## config.mk

```make
export PLATFORM = sky130hd
export DESIGN_NAME = light_range_result
export DESIGN_NICKNAME = d
export VERILOG_FILES = /design/src/hdl/light_range_pkg.sv /design/src/hdl/light_code_expand.sv /design/src/hdl/light_range_result.sv
export SDC_FILE = /design/constraint.sdc
export NUM_CORES = 1
export LEC_CHECK = 0
export BUFFER_PORTS_ARGS = -buffer_cell sky130_fd_sc_hd__buf_2
export CORE_UTILIZATION = 40
export CTS_CLUSTER_DIAMETER = 150
export CTS_CLUSTER_SIZE = 25
export DETAILED_ROUTE_END_ITERATION = 8
export PLACE_DENSITY = 0.67
export SLEW_MARGIN = 20
export SYNTH_ARGS = -nofsm -noshare
export SYNTH_HDL_FRONTEND = slang
export SYNTH_SLANG_ARGS = --single-unit
```

## constraint.sdc

```tcl
create_clock -name I_REF_CLK -period 6.8 [get_ports I_REF_CLK]
set_clock_uncertainty 0.15 [all_clocks]
set_input_delay 0.34 -clock I_REF_CLK [delete_from_list [all_inputs] [get_ports I_REF_CLK]]
set_output_delay 0.34 -clock I_REF_CLK [all_outputs]
set_load 0.005 [all_outputs]
```

## src/hdl/light_range_pkg.sv

```systemverilog
// Shared constants, field layouts and carrier types for the light range result block.
package light_range_pkg;

	// Clock rate in MHz and conversion periods per channel in microseconds.
	localparam int unsigned CLK_FREQ_MHZ = 200;
	localparam int unsigned CONV_CODES   = 12;
	localparam int unsigned CONV_TIME_US [CONV_CODES] = '{
		600, 1000, 1800, 3400, 6500, 12700, 25000, 50000, 100000, 200000, 400000, 800000};

	// Channel count, widths and shifts of the result and threshold formats.
	localparam int unsigned NUM_CHAN       = 4;
	localparam int unsigned SCALE_W        = 4;
	localparam int unsigned VALUE_W        = 20;
	localparam int unsigned UPPER_W        = 12;
	localparam int unsigned LOWER_W        = 8;
	localparam int unsigned LIN_W          = 28;
	localparam int unsigned THR_W          = 36;
	localparam int unsigned THR_BASE_SHIFT = 8;
	localparam int unsigned PERSIST_W      = 4;

	// Scale and period selection codes.
	localparam logic [3:0] RANGE_AUTO   = 4'hC;
	localparam logic [3:0] RANGE_MAX    = 4'h6;
	localparam logic [3:0] CONV_SEL_MAX = 4'hB;

	// Register byte offsets on the APB port.
	localparam logic [7:0] ADDR_CTRL        = 8'h00;
	localparam logic [7:0] ADDR_THR_HIGH    = 8'h04;
	localparam logic [7:0] ADDR_THR_LOW     = 8'h08;
	localparam logic [7:0] ADDR_STATUS      = 8'h0C;
	localparam logic [7:0] ADDR_RESULT_BASE = 8'h10;
	localparam logic [7:0] ADDR_RESULT_END  = 8'h30;

	// Status bit positions.
	localparam int unsigned STAT_FLAG_HIGH = 0;
	localparam int unsigned STAT_FLAG_LOW  = 1;
	localparam int unsigned STAT_BUSY      = 2;

	// Control word, laid out from bit 13 down to bit 0.
	typedef struct packed {
		logic [1:0] mon_ch;
		logic [1:0] persist;
		logic       latch_mode;
		logic       enable;
		logic [3:0] conv_sel;
		logic [3:0] range_sel;
	} ctrl_s;
	localparam int unsigned CTRL_W = 14;

	// Threshold word: scale in bits 15:12, value in bits 11:0.
	typedef struct packed {
		logic [3:0]  scale;
		logic [11:0] value;
	} thr_s;
	localparam int unsigned THR_REG_W = 16;

	// One sample delivered by the converter front end.
	typedef struct packed {
		logic        ovf;
		logic [19:0] value;
	} sample_s;

	// Reset values: automatic scale, 100 ms period, stopped, widest threshold window.
	localparam ctrl_s CTRL_RESET     = 14'h008C;
	localparam thr_s  THR_HIGH_RESET = 16'hBFFF;
	localparam thr_s  THR_LOW_RESET  = 16'h0000;

	typedef enum logic {PH_IDLE, PH_CONV} phase_e;

endpackage : light_range_pkg

```

## src/hdl/light_code_expand.sv

```systemverilog
// Shifts a value left by a base plus a scale field into a wider zero-filled linear code.
`timescale 1ns/1ps
`default_nettype none

module light_code_expand #(
	parameter int unsigned IN_W       = 20,
	parameter int unsigned OUT_W      = 28,
	parameter int unsigned BASE_SHIFT = 0
) (
	input  wire logic [IN_W-1:0]  i_value,
	input  wire logic [3:0]       i_scale,
	output logic      [OUT_W-1:0] o_code
);

	// The shift is done at OUT_W bits, so anything shifted past the top of the output is dropped.
	always_comb
	begin
		o_code = OUT_W'(i_value) << (BASE_SHIFT + int'(i_scale));
	end

endmodule : light_code_expand

`default_nettype wire

```

## src/hdl/light_range_result.sv

```systemverilog
// Scale selection, conversion sequencing, result formatting and threshold flags.
// Operation
// - Range code 0xC selects automatic scaling.
// - Auto scale follows light and previous result.
// - Near bottom: step scale down one/two.
// - Near top: step scale up one.
// - Overflow in auto below max scale aborts, result not stored.
// - After abort below max, raise and retry.
// - Each channel keeps its own auto scale.
// - Codes 0 to 6 fix the scale.
// - Period codes 0-11 give 600us-800ms.
// - Four channels convert in turn.
// - Results hold until next good conversion.
// - Result is scale code plus value.
// - Scale code is the scale used.
// - Value splits into upper 12, lower 8.
// - Linear code is value shifted by scale.
// - Thresholds have 12-bit value, 4-bit scale.
// - Threshold expands by 8 plus scale.
// - Consecutive faults counted before flags set.
// - Persistence code 2 needs four faults.
// - Latched flags clear on status read.
// - Transparent flags hold inside the window.
//
// Decided for this implementation: the register addresses and the APB interface to the registers.
`timescale 1ns/1ps
`default_nettype none

module light_range_result #(
	parameter int unsigned CYCLES_PER_US   = light_range_pkg::CLK_FREQ_MHZ,
	parameter logic [19:0] FAR_LOW_LIMIT   = 20'h1_0000,
	parameter logic [19:0] NEAR_LOW_LIMIT  = 20'h4_0000,
	parameter logic [19:0] NEAR_HIGH_LIMIT = 20'hC_0000
) (
	input  wire logic        I_REF_CLK,
	input  wire logic        I_RST,
	input  wire logic        I_CE,
	input  wire logic        I_PSEL,
	input  wire logic        I_PENABLE,
	input  wire logic        I_PWRITE,
	input  wire logic [7:0]  I_PADDR,
	input  wire logic [31:0] I_PWDATA,
	output logic      [31:0] O_PRDATA,
	output logic             O_PREADY,
	output logic             O_PSLVERR,
	input  wire logic        I_ADC_CLK,
	input  wire logic [19:0] I_ADC_DATA,
	input  wire logic        I_ADC_OVF,
	output logic             O_ADC_START,
	output logic      [1:0]  O_ADC_CHAN,
	output logic      [3:0]  O_ADC_SCALE,
	output logic             O_FLAG_HIGH,
	output logic             O_FLAG_LOW,
	output logic             O_BUSY
);

	typedef struct packed {
		logic                      clk_m;
		logic                      clk_s;
		logic                      clk_d;
		light_range_pkg::sample_s  dat_m;
		light_range_pkg::sample_s  dat_s;
		light_range_pkg::sample_s  smp;
		light_range_pkg::ctrl_s    ctrl;
		light_range_pkg::thr_s     thr_high;
		light_range_pkg::thr_s     thr_low;
		light_range_pkg::phase_e   phase;
		logic [1:0]                chan;
		logic [3:0]                per_sel;
		logic [31:0]               cnt;
		logic [3:0]                cur_scale;
		logic [3:0][3:0]           auto_scale;
		logic [3:0][3:0]           res_scale;
		logic [3:0][19:0]          res_val;
		logic [3:0][27:0]          res_lin;
		logic [3:0]                hi_cnt;
		logic [3:0]                lo_cnt;
		logic                      flag_h;
		logic                      flag_l;
		logic                      start;
		logic                      rd_ok;
		logic                      slverr;
		logic [31:0]               prdata;
	} state_s;

	state_s      s;
	state_s      next_s;
	logic [19:0] store_val;
	logic [27:0] cur_lin;
	logic [35:0] thr_high_code;
	logic [35:0] thr_low_code;
	logic [35:0] mon_code;
	logic [31:0] period;
	logic [3:0]  manual_scale;
	logic [3:0]  need;
	logic [3:0]  next_hi;
	logic [3:0]  next_lo;
	logic [31:0] rd_data;
	logic [1:0]  rd_ch;
	logic        auto_on;
	logic        done;
	logic        abort;
	logic        good;
	logic        hit;
	logic        access;
	logic        stat_rd;
	logic        fault_hi;
	logic        fault_lo;
	logic        hi_fire;
	logic        lo_fire;

	// Saturate an overflowed result at the top of the scale when it must be reported.
	assign store_val = s.smp.ovf ? 20'hF_FFFF : s.smp.value;

	// Linear code of the finished conversion.
	light_code_expand #(
		.IN_W       (light_range_pkg::VALUE_W),
		.OUT_W      (light_range_pkg::LIN_W),
		.BASE_SHIFT (0)
	) u_lin (
		.i_value (store_val),
		.i_scale (s.cur_scale),
		.o_code  (cur_lin)
	);

	// Threshold words expanded with zero fill to compare in the linear domain.
	light_code_expand #(
		.IN_W       (light_range_pkg::UPPER_W),
		.OUT_W      (light_range_pkg::THR_W),
		.BASE_SHIFT (light_range_pkg::THR_BASE_SHIFT)
	) u_thr_high (
		.i_value (s.thr_high.value),
		.i_scale (s.thr_high.scale),
		.o_code  (thr_high_code)
	);

	light_code_expand #(
		.IN_W       (light_range_pkg::UPPER_W),
		.OUT_W      (light_range_pkg::THR_W),
		.BASE_SHIFT (light_range_pkg::THR_BASE_SHIFT)
	) u_thr_low (
		.i_value (s.thr_low.value),
		.i_scale (s.thr_low.scale),
		.o_code  (thr_low_code)
	);

	// Period lookup and conversion events; reserved period codes use the longest one.
	always_comb
	begin
		if (s.ctrl.conv_sel > light_range_pkg::CONV_SEL_MAX)
			period = 32'(light_range_pkg::CONV_TIME_US[11] * CYCLES_PER_US);
		else
			period = 32'(light_range_pkg::CONV_TIME_US[s.ctrl.conv_sel] * CYCLES_PER_US);
		auto_on      = s.ctrl.range_sel == light_range_pkg::RANGE_AUTO;
		manual_scale = (s.ctrl.range_sel > light_range_pkg::RANGE_MAX) ?
			light_range_pkg::RANGE_MAX : s.ctrl.range_sel;
		done     = (s.phase == light_range_pkg::PH_CONV) && (s.cnt == 32'h0000_0000);
		abort    = done && auto_on && s.smp.ovf &&
			(s.cur_scale < light_range_pkg::RANGE_MAX);
		good     = done && !abort;
		mon_code = {8'h00, cur_lin};
		fault_hi = good && (s.chan == s.ctrl.mon_ch) && (mon_code > thr_high_code);
		fault_lo = good && (s.chan == s.ctrl.mon_ch) && (mon_code < thr_low_code);
		need     = 4'h1 << s.ctrl.persist;
		next_hi  = fault_hi ? ((s.hi_cnt >= 4'h8) ? 4'h8 : s.hi_cnt + 4'h1) : 4'h0;
		next_lo  = fault_lo ? ((s.lo_cnt >= 4'h8) ? 4'h8 : s.lo_cnt + 4'h1) : 4'h0;
		hi_fire  = fault_hi && (next_hi >= need);
		lo_fire  = fault_lo && (next_lo >= need);
	end

	// Register decode. Result words sit in pairs per channel: format word, then linear code.
	always_comb
	begin
		// Result words start at 0x10, so the channel is counted from that base.
		rd_ch   = 2'(I_PADDR[4:3] - 2'd2);
		hit     = 1'b1;
		rd_data = 32'h0000_0000;
		if (I_PADDR[1:0] != 2'b00)
			hit = 1'b0;
		else if (I_PADDR == light_range_pkg::ADDR_CTRL)
			rd_data = 32'(s.ctrl);
		else if (I_PADDR == light_range_pkg::ADDR_THR_HIGH)
			rd_data = 32'(s.thr_high);
		else if (I_PADDR == light_range_pkg::ADDR_THR_LOW)
			rd_data = 32'(s.thr_low);
		else if (I_PADDR == light_range_pkg::ADDR_STATUS)
		begin
			rd_data[light_range_pkg::STAT_FLAG_HIGH] = s.flag_h;
			rd_data[light_range_pkg::STAT_FLAG_LOW]  = s.flag_l;
			rd_data[light_range_pkg::STAT_BUSY]      = s.phase == light_range_pkg::PH_CONV;
		end
		else if (I_PADDR >= light_range_pkg::ADDR_RESULT_BASE &&
			I_PADDR < light_range_pkg::ADDR_RESULT_END)
		begin
			if (I_PADDR[2])
				rd_data = {4'h0, s.res_lin[rd_ch]};
			else
				rd_data = {8'h00, s.res_scale[rd_ch], s.res_val[rd_ch]};
		end
		else
			hit = 1'b0;
	end

	// The read word is captured in the setup cycle, so with the clock enable high the access phase never waits.
	assign access    = I_PSEL && I_PENABLE && s.rd_ok;
	assign O_PREADY  = access && I_CE;
	assign stat_rd   = O_PREADY && !I_PWRITE && (I_PADDR == light_range_pkg::ADDR_STATUS);
	assign O_PRDATA  = s.prdata;
	assign O_PSLVERR = s.slverr;

	// Next-state logic for synchronisers, bus, sequencer and flags.
	always_comb
	begin
		next_s       = s;
		next_s.start = 1'b0;
		next_s.clk_m = I_ADC_CLK;
		next_s.clk_s = s.clk_m;
		next_s.clk_d = s.clk_s;
		next_s.dat_m = {I_ADC_OVF, I_ADC_DATA};
		next_s.dat_s = s.dat_m;
		if (s.clk_s && !s.clk_d)
			next_s.smp = s.dat_s;

		// Bus side.
		if (I_PSEL && !I_PENABLE)
		begin
			next_s.rd_ok  = 1'b1;
			next_s.prdata = rd_data;
			next_s.slverr = !hit;
		end
		if (O_PREADY)
		begin
			next_s.rd_ok = 1'b0;
			if (I_PWRITE && I_PADDR == light_range_pkg::ADDR_CTRL)
				next_s.ctrl = light_range_pkg::ctrl_s'(I_PWDATA[light_range_pkg::CTRL_W-1:0]);
			if (I_PWRITE && I_PADDR == light_range_pkg::ADDR_THR_HIGH)
				next_s.thr_high = light_range_pkg::thr_s'(I_PWDATA[15:0]);
			if (I_PWRITE && I_PADDR == light_range_pkg::ADDR_THR_LOW)
				next_s.thr_low = light_range_pkg::thr_s'(I_PWDATA[15:0]);
		end
		// Reading status releases latched flags; a fault in the same cycle sets them again.
		if (stat_rd && s.ctrl.latch_mode)
		begin
			next_s.flag_h = 1'b0;
			next_s.flag_l = 1'b0;
		end

		// Sequencer.
		if (s.phase == light_range_pkg::PH_IDLE)
		begin
			if (s.ctrl.enable)
			begin
				next_s.phase     = light_range_pkg::PH_CONV;
				next_s.chan      = 2'd0;
				next_s.cur_scale = auto_on ? s.auto_scale[0] : manual_scale;
				next_s.per_sel   = s.ctrl.conv_sel;
				next_s.cnt       = period - 32'h0000_0001;
				next_s.start     = 1'b1;
			end
		end
		else if (!done)
			next_s.cnt = s.cnt - 32'h0000_0001;
		else if (abort)
		begin
			// Retry costs a whole extra period, so a transient stretches the set.
			next_s.auto_scale[s.chan] = s.cur_scale + 4'h1;
			next_s.cur_scale          = s.cur_scale + 4'h1;
			next_s.per_sel            = s.ctrl.conv_sel;
			next_s.cnt                = period - 32'h0000_0001;
			next_s.start              = 1'b1;
		end
		else
		begin
			next_s.res_scale[s.chan] = s.cur_scale;
			next_s.res_val[s.chan]   = store_val;
			next_s.res_lin[s.chan]   = cur_lin;
			if (auto_on)
			begin
				// Stepping is decided per channel from this result alone.
				if (store_val < FAR_LOW_LIMIT)
					next_s.auto_scale[s.chan] = (s.cur_scale > 4'h1) ?
						s.cur_scale - 4'h2 : 4'h0;
				else if (store_val < NEAR_LOW_LIMIT)
					next_s.auto_scale[s.chan] = (s.cur_scale > 4'h0) ?
						s.cur_scale - 4'h1 : 4'h0;
				else if (store_val > NEAR_HIGH_LIMIT && s.cur_scale < light_range_pkg::RANGE_MAX)
					next_s.auto_scale[s.chan] = s.cur_scale + 4'h1;
				else
					next_s.auto_scale[s.chan] = s.cur_scale;
			end
			if (s.chan == s.ctrl.mon_ch)
			begin
				next_s.hi_cnt = next_hi;
				next_s.lo_cnt = next_lo;
				if (s.ctrl.latch_mode)
				begin
					if (hi_fire)
						next_s.flag_h = 1'b1;
					if (lo_fire)
						next_s.flag_l = 1'b1;
				end
				else if (hi_fire || lo_fire)
				begin
					next_s.flag_h = hi_fire;
					next_s.flag_l = lo_fire;
				end
			end
			if (s.ctrl.enable)
			begin
				next_s.chan      = s.chan + 2'd1;
				next_s.cur_scale = auto_on ? s.auto_scale[s.chan + 2'd1] : manual_scale;
				next_s.per_sel   = s.ctrl.conv_sel;
				next_s.cnt       = period - 32'h0000_0001;
				next_s.start     = 1'b1;
			end
			else
				next_s.phase = light_range_pkg::PH_IDLE;
		end
	end

	// State register; the clock enable freezes everything.
	always_ff @(posedge I_REF_CLK)
	begin
		if (I_RST)
		begin
			s          <= '0;
			s.ctrl     <= light_range_pkg::CTRL_RESET;
			s.thr_high <= light_range_pkg::THR_HIGH_RESET;
			s.thr_low  <= light_range_pkg::THR_LOW_RESET;
		end
		else if (I_CE)
			s <= next_s;
	end

	assign O_ADC_START = s.start;
	assign O_ADC_CHAN  = s.chan;
	assign O_ADC_SCALE = s.cur_scale;
	assign O_FLAG_HIGH = s.flag_h;
	assign O_FLAG_LOW  = s.flag_l;
	assign O_BUSY      = s.phase == light_range_pkg::PH_CONV;

	// Cycles since the last start, for the period check below.
	logic [31:0] gap;
	always_ff @(posedge I_REF_CLK)
	begin
		if (I_RST)
			gap <= 32'h0000_0000;
		else if (I_CE)
			gap <= next_s.start ? 32'h0000_0000 : gap + 32'h0000_0001;
	end
endmodule : light_range_result

`default_nettype wire

```

After elaboration in Yosys (flattened, before gate mapping)
Memory sizes are Yosys's and may differ from the RTL's.
Cells that the tools add are included.
- memories kept: 1
- word-level logic and storage cells: 216
- input bits: 68
- bits in latches: 0
- register bits after elaboration: 420
- ROM bits: 512
- bits in writable memories: 0
- output and inout port bits: 44
- divide/modulo/power cells: 0
- multipliers: 1
- reduce and logical (&&, ||, !) cells: 48
- muxes and demuxes: 73
- bitwise operators: 2
- $add $sub $neg: 11
- shifts and indexed selects: 4
- equal/unequal tests: 8
- magnitude comparators: 21
- memories (memory ; words ; bits a word ; read ports ; clocked after Yosys merged registers in ; wr ports ; line ; RTL):
    (name not given) ; 16 ; 32 ; 1 ; 0 ; 0 ; light_range_result.sv:153 ; period = 32'(light_range_pkg::CONV_TIME_US[s.ctrl.conv_sel] * CYCLES_PER_US);
- operators by type and width (operator ; count):
    32-bit 2-to-1 mux ; 9
    239-bit 2-to-1 mux ; 1
    218-bit 2-to-1 mux ; 1
    112-bit bitwise mux ; 1
    43-bit 2-to-1 mux ; 2
    28-bit 2-to-1 mux ; 3
    16-bit bitwise mux ; 5
    80-bit bitwise mux ; 1
    12-bit by 32-bit << shifter with 36-bit output ; 2
    16-bit 2-to-1 mux ; 4
    32-bit by 1-bit subtractor with 32-bit output (second input constant) ; 2
    20-bit 2-to-1 mux ; 3
    28-bit binary-select mux with 2-bit select ; 1
    28-bit demux with 2-bit select ; 1
    56-bit 2-to-1 mux ; 1
    4-bit 2-to-1 mux ; 12
    42-bit 2-to-1 mux ; 1
    20-bit binary-select mux with 2-bit select ; 1
    20-bit demux with 2-bit select ; 1
    28-bit by 36-bit > comparator with 1-bit output ; 1
    28-bit by 36-bit < comparator with 1-bit output ; 1
    34-bit 2-to-1 mux ; 1
    32-bit logical NOT ; 1
    32-bit by 5-bit multiplier with 29-bit output (second input constant) ; 1
    48 further kinds ; 111

Longest topological paths before layout
Gate-level depths: netlist (run 1).
- word-level depth: 19
- mapped depth: 26
- gate-level depth less buffers: 24

By module
A second synthesis (run 1) with hierarchy kept.
- cells, all modules: 3219
- area total of the unflattened synthesis: 25868.6 sq um
- modules (own cells, without submodules) (module ; sequential area each (sq um) ; times used ; cells each ; area an instance (sq um)):
    light_range_result ; 8328.0 ; 1 ; 2839 ; 23211.0
    light_code_expand at u_thr_high ... ; 0.0 ; 2 ; 117 ; 794.5
    light_code_expand at u_lin ; 0.0 ; 1 ; 146 ; 1068.5

Worst setup path before layout (run 1)
No wires, ideal clock.
- kind: reg2reg
- from: reg s[349] (netlist name)
- to: reg s[295] (netlist name)
- arrival time: 5443 ps
- period minus slack after synthesis: 5662 ps
- path buffers: 1
- stages on the path, launching flop included: 22
- data required time: 6581 ps
- path slack: 1138 ps
- setup time: 69 ps
- cells stage by stage: dfxtp_1 clkbuf_1 inv_1 ha_1 nand2_1 o21ai_0 o21ai_0 ha_1 ha_1 inv_1 fa_1 inv_1 ha_1 or2_2 a2111oi_0 nor4_1 nor3_1 and4_1 or4b_1 nand2b_1 a31o_1 o21ai_1
- cells in the longest elaborated chain, start to end: 11
- elaborated cells on any way between the ends: 13
- ends and longest elaborated chain (item ; line ; RTL):
    from (decl) ; light_range_result.sv:86 ; state_s s;
    from (signal assigned) ; light_range_result.sv:332 ; s <= next_s;
    4-bit inverter with 5-bit output (implied by the code) ; light_range_result.sv:153 ;
    memory read 16 x 32 bit ; -- ;
    32-bit 2-to-1 mux (implied by the code) (2 in a row) ; light_range_result.sv:153 ;
    32-bit by 5-bit multiplier with 29-bit output ; light_range_result.sv:153 ;
    32-bit 2-to-1 mux * ; light_range_result.sv:150 ; if (s.ctrl.conv_sel > light_range_pkg::CONV_SEL_MAX)
    32-bit by 1-bit subtractor with 32-bit output * ; light_range_result.sv:257, light_range_result.sv:269, light_range_result.sv:313 ;
    42-bit 2-to-1 mux ; light_range_result.sv:308 ; if (s.ctrl.enable)
    56-bit 2-to-1 mux ; light_range_result.sv:263 ; else if (abort)
    32-bit 2-to-1 mux ; light_range_result.sv:261 ; else if (!done)
    43-bit 2-to-1 mux * ; light_range_result.sv:249 ; if (s.phase == light_range_pkg::PH_IDLE)
Mark *: on every way between the ends. The rest lies on a longest branch, timed or not. The select of a mux whose other input is x is not followed.
A chain may end at the register's enable or synchronous reset.

Worst setup path after layout (run 1)
- from: reg s[348] (netlist name)
- to: reg s[301] (netlist name)
The elaborated chain is that of the path after synthesis.

==> impl_metrics.toml, run 1 <==
[worst_setup_path]
critPathBufInv = 3
worstPathArrival_ns = 6.49
slowest_stage = "a2111oi_1"
crit_path_max_incr_delay_ns = 0.59
cpMostUsedCell = "ha_1"
cp_cell_sequence = "inv_1 > ha_1 > nand2_1 > o21ai_0 > o21ai_0 > ha_1 > ha_1 > inv_1 > fa_1 > inv_1 > ha_1 > or2_2 > a2111oi_1 > o31ai_1 > xnor2_1 > o21ai_1 > nor4_1 > nor4_1 > a311oi_1 > o41ai_1"
crit_path_start_kind = "flip-flop"
crit_family = "compound AO/OA/AOI/OAI gates"
crit_fanout = 10
criticalPathCategory = "reg -> reg"
critPathRequiredTime_ns = 7.11
end_kind = "flip-flop"
r2r_slack_ns = 0.62

[logic_synthesis]
yosysWarnings = 0
synth_cell_types = 83
synth_top_flop_cell = "dfxtp_1"
synth.area.top_cells = "dfxtp_1, ha_1, nor2_1"
netlist.area_leader.share_pct = 33.30
synthTopCellsByCount = "nor2_1, nand2_1, dfxtp_1"
syn_inst = 3084
ys_ff_latch = 416
synth_edf_count = 0
synth_top_area_cell = "dfxtp_1"
yosysSeqAreaShare_pct = 33.30
synth_area_um2 = 25010
async_flop_share_pct = 0
synth_area_per_cell_um2 = 8.109
post-synth-top-count-cell = "nor2_1"

[grt]
grt_pass1_vias = 20195
grt_use_met2_pct = 34.14
grt-busiest-layer = "met2"
grt_overflow = 0
met1_usage_pct = 32.23
met3_usage_pct = 3.353
grt_use_total_pct = 22.24
grt_start_max_net_pins = 222
grt_antenna_before_repair = 0
grt_pass1_wl_mm = 114.1

[power_and_ir_drop]
p_int_w = 0.003086
comb_power_share_pct = 4.8
total_power_w = 0.004037
switching_share_pct = 23.54
seqPwrFrac_pct = 60.9
power.switching_w = 0.0009502
p_clk_share_pct = 34.3
ir_drop_mv = 0.1391
powerDensity_nw_per_um2 = 151.0
leakage_nw = 10.15

[placement]
io_buffers = 91
place_area_um2 = 25780
dp_hpwl_mm = 49.43
gp_congestion = 0.9176

[drt]
first_pass_iters = 8
vias_per_cell = 5.723
wl_per_cell_um = 18.68
drc = 0
wl_mm = 72.46
via_count = 22204
drt-initial-drc-count = 2282
ant_nets = 0

[timing]
setup_viol_count_final = 0
finalHoldViolations = 0
rsz0062_at_grt = "false"
period_share_pct = 90.90
maxSlewViolCount = 0
fmax_mhz = 161.8
post-route-min-period_ns = 6.181
final.setup.tns_ns = 0
slew_headroom_pct = 24.42
tightestPinTransition_ns = 1.134

[floorplanning]
die_w_um = 252.0
core-area_um2 = 61710
die_y_um = 252.0
num_io_pins = 112
num_rows = 91
initial_core_util_pct = 40.52
dieArea_um2 = 63520

[clocking]
cts_buffers = 20
clockBufferDepth = 3
clk_pin_slew_ns = 0.12
root_buffer = "clkbuf_16"
htree_levels = 1
cts_tree = "done"
clock_latency_ns = 0.58
post-cts-setup-buffer-count = 0
clkSinkCount = 416

[outcome]
status = "finished, final reports clean"

[hold_path]
hold_path_class = "in -> reg"

[finish]
area_growth_pct = 6.869
final_area_um2 = 26730
antenna_cells = 0
layout.nets = 3262
drive_gt1_share_pct = 9.694

[flow_run]
max-cap-violations = 0
-- layout by cell type, fill, tap and decap left out, types with 19 or more instances in the layout --
cell and count:
ha_1 139, o21ai_0 91, buf_2 88, nand2b_1 23, a22oi_1 35, nand4_1 19, nor4_1 19, o22ai_1 25
clkbuf_16 21, a21o_1 20, nor2_1 442, mux2_2 23, inv_1 106, nand2_1 422, dlygate4sd3_1 39, mux2i_1 116
nor3_1 116, o211ai_1 27, nand3_1 43, dfxtp_1 414, buf_4 42, a211oi_1 101, a21oi_1 264, mux4_2 73
-- cells by family (layout without fill, tap and decap cells) --
family,count (synthesis),after routing,synth area share (%)
compound gates,703,703,17.80
other cells,2,17,0.03003
fa+ha+maj,152,152,7.995
flops,416,416,33.30
simple gates,1205,1205,21.22
buf+inv,363,307,6.314
mux,212,212,12.25
xor+xnor,31,31,1.086
-- per-layer routing --
metal / vias to the layer above / share of wire [%] / routed length (um)
met2: 790 / 43 / 31440
met3: 127 / 7.7 / 5597
met4: 0 / 2.8 / 2009
met1: 10501 / 46 / 33410
met5: - / 0 / 0
li1: 10786 / - / -
-- power groups by stage --
stage                     Sequential (W)  Combinational, W  Clock [W]
after floorplan                  0.00251          0.000119          0
after global placement           0.00251          0.000176          0
after detailed placement         0.00251          0.000177          0
after CTS                        0.00246          0.000194    0.00142
after global routing             0.00246          0.000210    0.00150
final                            0.00246          0.000195    0.00138
-- path summary, 6_finish.rpt --
path	endpoint	startpoint	cells after the start
setup / recovery	s[301]	s[348]	20
hold / removal	s[291]	I_RST	2
setup reg to reg	s[301]	s[348]	20
hold reg to reg	flip-flop	flip-flop	2
-- stage by stage --
step / std cells / hold slack, ns / setup WS [ns] / util [%]
6_report: 3880 / 0.03062 / 0.6188 / 43.31
3_3_place_gp: 3818 / 0.2850 / 0.5850 / 41.78
2_1_floorplan: 3099 / 0.2787 / 1.138 / -
4_1_cts: 3880 / 0.04723 / 0.4577 / 43.30
3_5_place_dp: 3818 / 0.2924 / 0.5044 / 41.78
5_1_grt: 3880 / 0.06957 / 0.03016 / 43.31
-- timing repair --
action                                  4_1_cts  5_1_grt
endpoints found under the setup margin        0        2
resized for setup                             0        1
endpoints found under the hold margin        69        0
hold buffers                                 39        0
-- area by class of cell --
cell class	count	area, um^2
clock inverters	1	8.758
well taps	837	1047
clock buffers	22	539.3
multi-input cells	2320	15190
inverters	113	424.2
repair buffers	171	1181
flip-flops and latches	416	8330
fillers	6221	34990
No activity file was read; power rests on OpenSTA's default activity.
==> run 2, diff against run 1 <==
--- a/config.mk
+++ b/config.mk
@@ -7,6 +7,7 @@
 export LEC_CHECK = 0
 export BUFFER_PORTS_ARGS = -buffer_cell sky130_fd_sc_hd__buf_2
 export CORE_UTILIZATION = 40
+export CTS_BUF_LIST = sky130_fd_sc_hd__clkbuf_8
 export CTS_CLUSTER_DIAMETER = 150
 export CTS_CLUSTER_SIZE = 25
 export DETAILED_ROUTE_END_ITERATION = 8
==> impl_metrics.toml, run 2 (synthesized netlist as in run 1, its figures left out) <==
[floorplanning]
die_y_um = 252.0
num_rows = 91
core-area_um2 = 61710
die_w_um = 252.0
dieArea_um2 = 63520
initial_core_util_pct = 40.52
num_io_pins = 112

[drt]
via_count = 22007
wl_mm = 72.45
vias_per_cell = 5.660
wl_per_cell_um = 18.64
ant_nets = 0
first_pass_iters = 6
drt-initial-drc-count = 2447
drc = 0

[timing]
setup_viol_count_final = 0
maxSlewViolCount = 0
final.setup.tns_ns = 0
fmax_mhz = 160.3
slew_headroom_pct = 18.65
finalHoldViolations = 0
tightestPinTransition_ns = 1.220
setup_ws_ns = 0.5620
period_share_pct = 91.74
rsz0062_at_grt = "false"
post-route-min-period_ns = 6.238

[worst_setup_path]
end_kind = "flip-flop"
critPathRequiredTime_ns = 7.21
crit_path_start_kind = "flip-flop"
worstPathArrival_ns = 6.65
criticalPathCategory = "reg -> reg"
crit_fanout = 10

[power_and_ir_drop]
leakage_nw = 10.08
ir_drop_mv = 0.1245
powerDensity_nw_per_um2 = 140.7
total_power_w = 0.003737

[placement]
io_buffers = 91
gp_congestion = 0.9176
dp_hpwl_mm = 49.43
place_ws_ns = 0.5044
place_area_um2 = 25780

[clocking]
cts_buffers = 20
clockBufferDepth = 3
clock_latency_ns = 0.67
post-cts-setup-buffer-count = 0
clk_pin_slew_ns = 0.17
cts_tree = "done"
htree_levels = 1
root_buffer = "clkbuf_8"
clkSinkCount = 416

[finish]
final_area_um2 = 26560
drive_gt1_share_pct = 9.672
layout_commonest_cell = "nor2_1"
layout.nets = 3269
final_cell_mix = "nor2_1, nand2_1, dfxtp_1, a21oi_1, ha_1"
area_growth_pct = 6.214

[grt]
grt_pass1_vias = 20128
grt_start_max_net_pins = 222
grt_pass1_wl_mm = 114.2
grt_overflow = 0
grt_use_total_pct = 22.27
grt_antenna_before_repair = 1

[outcome]
status = "finished, final reports clean"

[hold_path]
hold_path_class = "in -> reg"

[flow_run]
max-cap-violations = 0
-- run 2: area by class of cell --
| type | instances | area, um^2 |
|---|---|---|
| well taps | 837 | 1047 |
| flip-flops and latches | 416 | 8330 |
| clock buffers | 22 | 302.8 |
| diodes | 1 | 2.502 |
| repair buffers | 178 | 1251 |
| fillers | 6254 | 35150 |
| clock inverters | 1 | 8.758 |
| multi-input cells | 2320 | 15190 |
| inverters | 113 | 424.2 |
-- run 2: path summary, 6_finish.rpt --
path,from,endpoint,slack (ns),cells after the start
min reg2reg,O_PRDATA[9],O_PRDATA[9],0.31,2
max reg2reg,s[348],s[300],0.56,20
max,s[348],s[300],0.56,20
min,I_PADDR[0],O_PRDATA[8],0.08,5
-- run 2: repair_timing --
action,in CTS,in global routing
gates resized for setup,0,1
endpoints found under the setup margin,0,2
endpoints found under the hold margin,83,0
hold buffers,46,0
-- run 2: critical path, cell delays in order (launching register included) --
cell       delay [ns]
dfxtp_1          0.56
inv_1            0.16
ha_1             0.39
nand2_1          0.11
o21ai_0          0.09
o21ai_0          0.39
ha_1             0.31
ha_1             0.28
inv_1            0.05
fa_1             0.52
inv_1            0.04
ha_1             0.27
or2_2            0.32
a2111oi_1        0.60
o31ai_1          0.17
xnor2_1          0.38
o21ai_1          0.23
nor4b_2          0.50
nor3b_1          0.35
xnor2_1          0.17
o22ai_1          0.10
-- run 2: power breakdown --
part           internal (W)  leakage [nW]  switching (W)
Sequential          0.00245          3.36     0.00000883
Combinational     0.0000710          6.56       0.000128
Clock              0.000297         0.163       0.000781
-- run 2: per-stage QoR --
stage	hold slack [ns]	util, %	instances
3_3_place_gp	0.2850	41.78	3818
6_report	0.07581	43.04	3888
3_5_place_dp	0.2924	41.78	3818
2_1_floorplan	0.2787	-	3099
4_1_cts	0.03978	43.03	3887
5_1_grt	0.04225	43.04	3888
-- run 2: layer usage --
metal / vias up / wire [um] / GRT usage [%]
met5: - / 0 / 0
met4: 0 / 1708 / 5.714
met3: 90 / 5048 / 3.116
met2: 696 / 31760 / 34.28
met1: 10431 / 33930 / 32.46
li1: 10790 / - / -
==> run 3, diff against run 2 <==
--- a/config.mk
+++ b/config.mk
@@ -6,12 +6,13 @@
 export NUM_CORES = 1
 export LEC_CHECK = 0
 export BUFFER_PORTS_ARGS = -buffer_cell sky130_fd_sc_hd__buf_2
-export CORE_UTILIZATION = 40
+export CORE_UTILIZATION = 50
 export CTS_BUF_LIST = sky130_fd_sc_hd__clkbuf_8
 export CTS_CLUSTER_DIAMETER = 150
 export CTS_CLUSTER_SIZE = 25
 export DETAILED_ROUTE_END_ITERATION = 8
-export PLACE_DENSITY = 0.67
+export PLACE_DENSITY = 0.78
+export RECOVER_POWER = 25
 export SLEW_MARGIN = 20
 export SYNTH_ARGS = -nofsm -noshare
 export SYNTH_HDL_FRONTEND = slang
==> impl_metrics.toml, run 3 (synthesized netlist as in run 1, its figures left out) <==
[power_and_ir_drop]
seqPwrFrac_pct = 66.3
powerDensity_nw_per_um2 = 141.8
switching_share_pct = 24.28
comb_power_share_pct = 5.3
leakage_nw = 9.848
total_power_w = 0.003709
ir_drop_mv = 0.1619
p_clk_share_pct = 28.4
power.switching_w = 0.0009005
p_int_w = 0.002808

[clocking]
htree_levels = 1
root_buffer = "clkbuf_8"
cts_buffers = 20
clk_pin_slew_ns = 0.16
clockBufferDepth = 3
cts_tree = "done"
clock_latency_ns = 0.67
clkSinkCount = 416

[floorplanning]
core-area_um2 = 49150
die_y_um = 225.6
die_w_um = 225.6
num_rows = 81
initial_core_util_pct = 50.88
num_io_pins = 112
dieArea_um2 = 50910

[timing]
rsz0062_at_grt = "false"
holdWs_ns = 0.1036
period_share_pct = 91.55
fmax_mhz = 160.6
tightestPinTransition_ns = 3.323
slew_headroom_pct = -121.6
finalHoldViolations = 0
post-route-min-period_ns = 6.225
final.setup.tns_ns = 0
maxSlewViolCount = 81
setup_viol_count_final = 0

[worst_setup_path]
crit_fanout = 10
cp_cell_sequence = "inv_1 > ha_1 > nand2_1 > o21ai_0 > o21ai_0 > ha_1 > ha_1 > inv_1 > fa_1 > inv_1 > ha_1 > or2_2 > a2111oi_0 > o31ai_1 > xnor2_1 > o21ai_1 > nor4b_2 > nor3b_1 > xnor2_1 > o22ai_1"
end_kind = "flip-flop"
slowest_stage = "a2111oi_0"
crit_path_start_kind = "flip-flop"
crit_path_max_incr_delay_ns = 0.66
r2r_slack_ns = 0.57
worstPathArrival_ns = 6.63
cpMostUsedCell = "ha_1"
critPathRequiredTime_ns = 7.20
worstRegToRegCells = 20
criticalPathCategory = "reg -> reg"

[drt]
drt-initial-drc-count = 2654
via_count = 22465
wl_mm = 69.20
ant_nets = 0
wl_per_cell_um = 18.69
drc = 0
vias_per_cell = 6.067
first_pass_iters = 6

[placement]
gp_congestion = 0.9326
dp_hpwl_mm = 47.52
io_buffers = 91

[grt]
grt_start_max_net_pins = 217
grt_use_met2_pct = 41.77
grt-busiest-layer = "met2"
met3_usage_pct = 3.942
grt_overflow = 0
grt_antenna_before_repair = 0
met1_usage_pct = 38.66
grt_pass1_vias = 20416
grt_pass1_wl_mm = 110.3
grt_use_total_pct = 26.86

[finish]
fillers = 4561
antenna_cells = 0
fin_util_pct = 53.21
area_growth_pct = 4.593
final_cell_mix = "nor2_1, nand2_1, dfxtp_1, a21oi_1, ha_1"
multiInputGateArea_um2 = 15170
layout_commonest_cell = "nor2_1"
drive_gt1_share_pct = 8.095
ff_latch_area_um2 = 8329
layout.nets = 3259

[hold_path]
hold_path_class = "in -> reg"
min_path_cells = 5

[outcome]
violations = "capacitance limit, slew limit"
status = "finished with violations"

[flow_run]
max-cap-violations = 2
-- run 3: critical path, delay by kind of cell, from the launching register on --
| family | cells | cell delay (ns) |
|---|---|---|
| flops | 1 | 0.55 |
| fa+ha+maj | 5 | 1.77 |
| xor+xnor | 2 | 0.51 |
| compound gates | 6 | 1.68 |
| buf+inv | 3 | 0.25 |
| simple gates | 4 | 1.21 |
-- run 3: final cells by class --
type | instances | share of cell area (%)
Clock buffer | 21 | 1.105
Clock inverter | 1 | 0.04305
Inverter | 113 | 1.622
Multi-Input combinational cell | 2320 | 57.99
Sequential cell | 416 | 31.84
Tap cell | 664 | 3.176
Timing Repair Buffer | 168 | 4.224
-- run 3: what timing repair did --
item | CTS | global route
setup buffers | 0 | 0
resized for setup | 0 | 0
hold endpoints to repair | 74 | 0
hold buffers | 41 | 0
-- run 3: power by group through the flow --
stage                     combinational (W)  sequential [W]  clock [W]
final                              0.000197         0.00246    0.00105
after global routing               0.000211         0.00246    0.00114
after CTS                          0.000190         0.00246    0.00107
after detailed placement           0.000172         0.00251          0
after global placement             0.000171         0.00251          0
after floorplan                    0.000119         0.00251          0
-- run 3: metal layers --
metal	share of wire [%]	vias to the layer above
met1	45	10597
met4	2.6	0
met5	0	-
met2	44	964
met3	8.6	123
li1	-	10781
-- run 3: final timing paths --
path | start | end
worst max-delay path | s[348] | s[300]
worst min-delay path | I_PWRITE | O_FLAG_LOW
worst max register to register | s[348] | s[300]
worst min register to register | flip-flop | flip-flop
-- run 3: metrics by stage --
stage	cells	area [um^2]	worst slack, ns
floorplan	3099	25060	1.138
global placement	3640	25520	0.7125
detailed placement	3640	25520	0.7074
CTS	3703	26230	0.6454
global route	3703	26160	0.08862
finish	3703	26160	0.5748
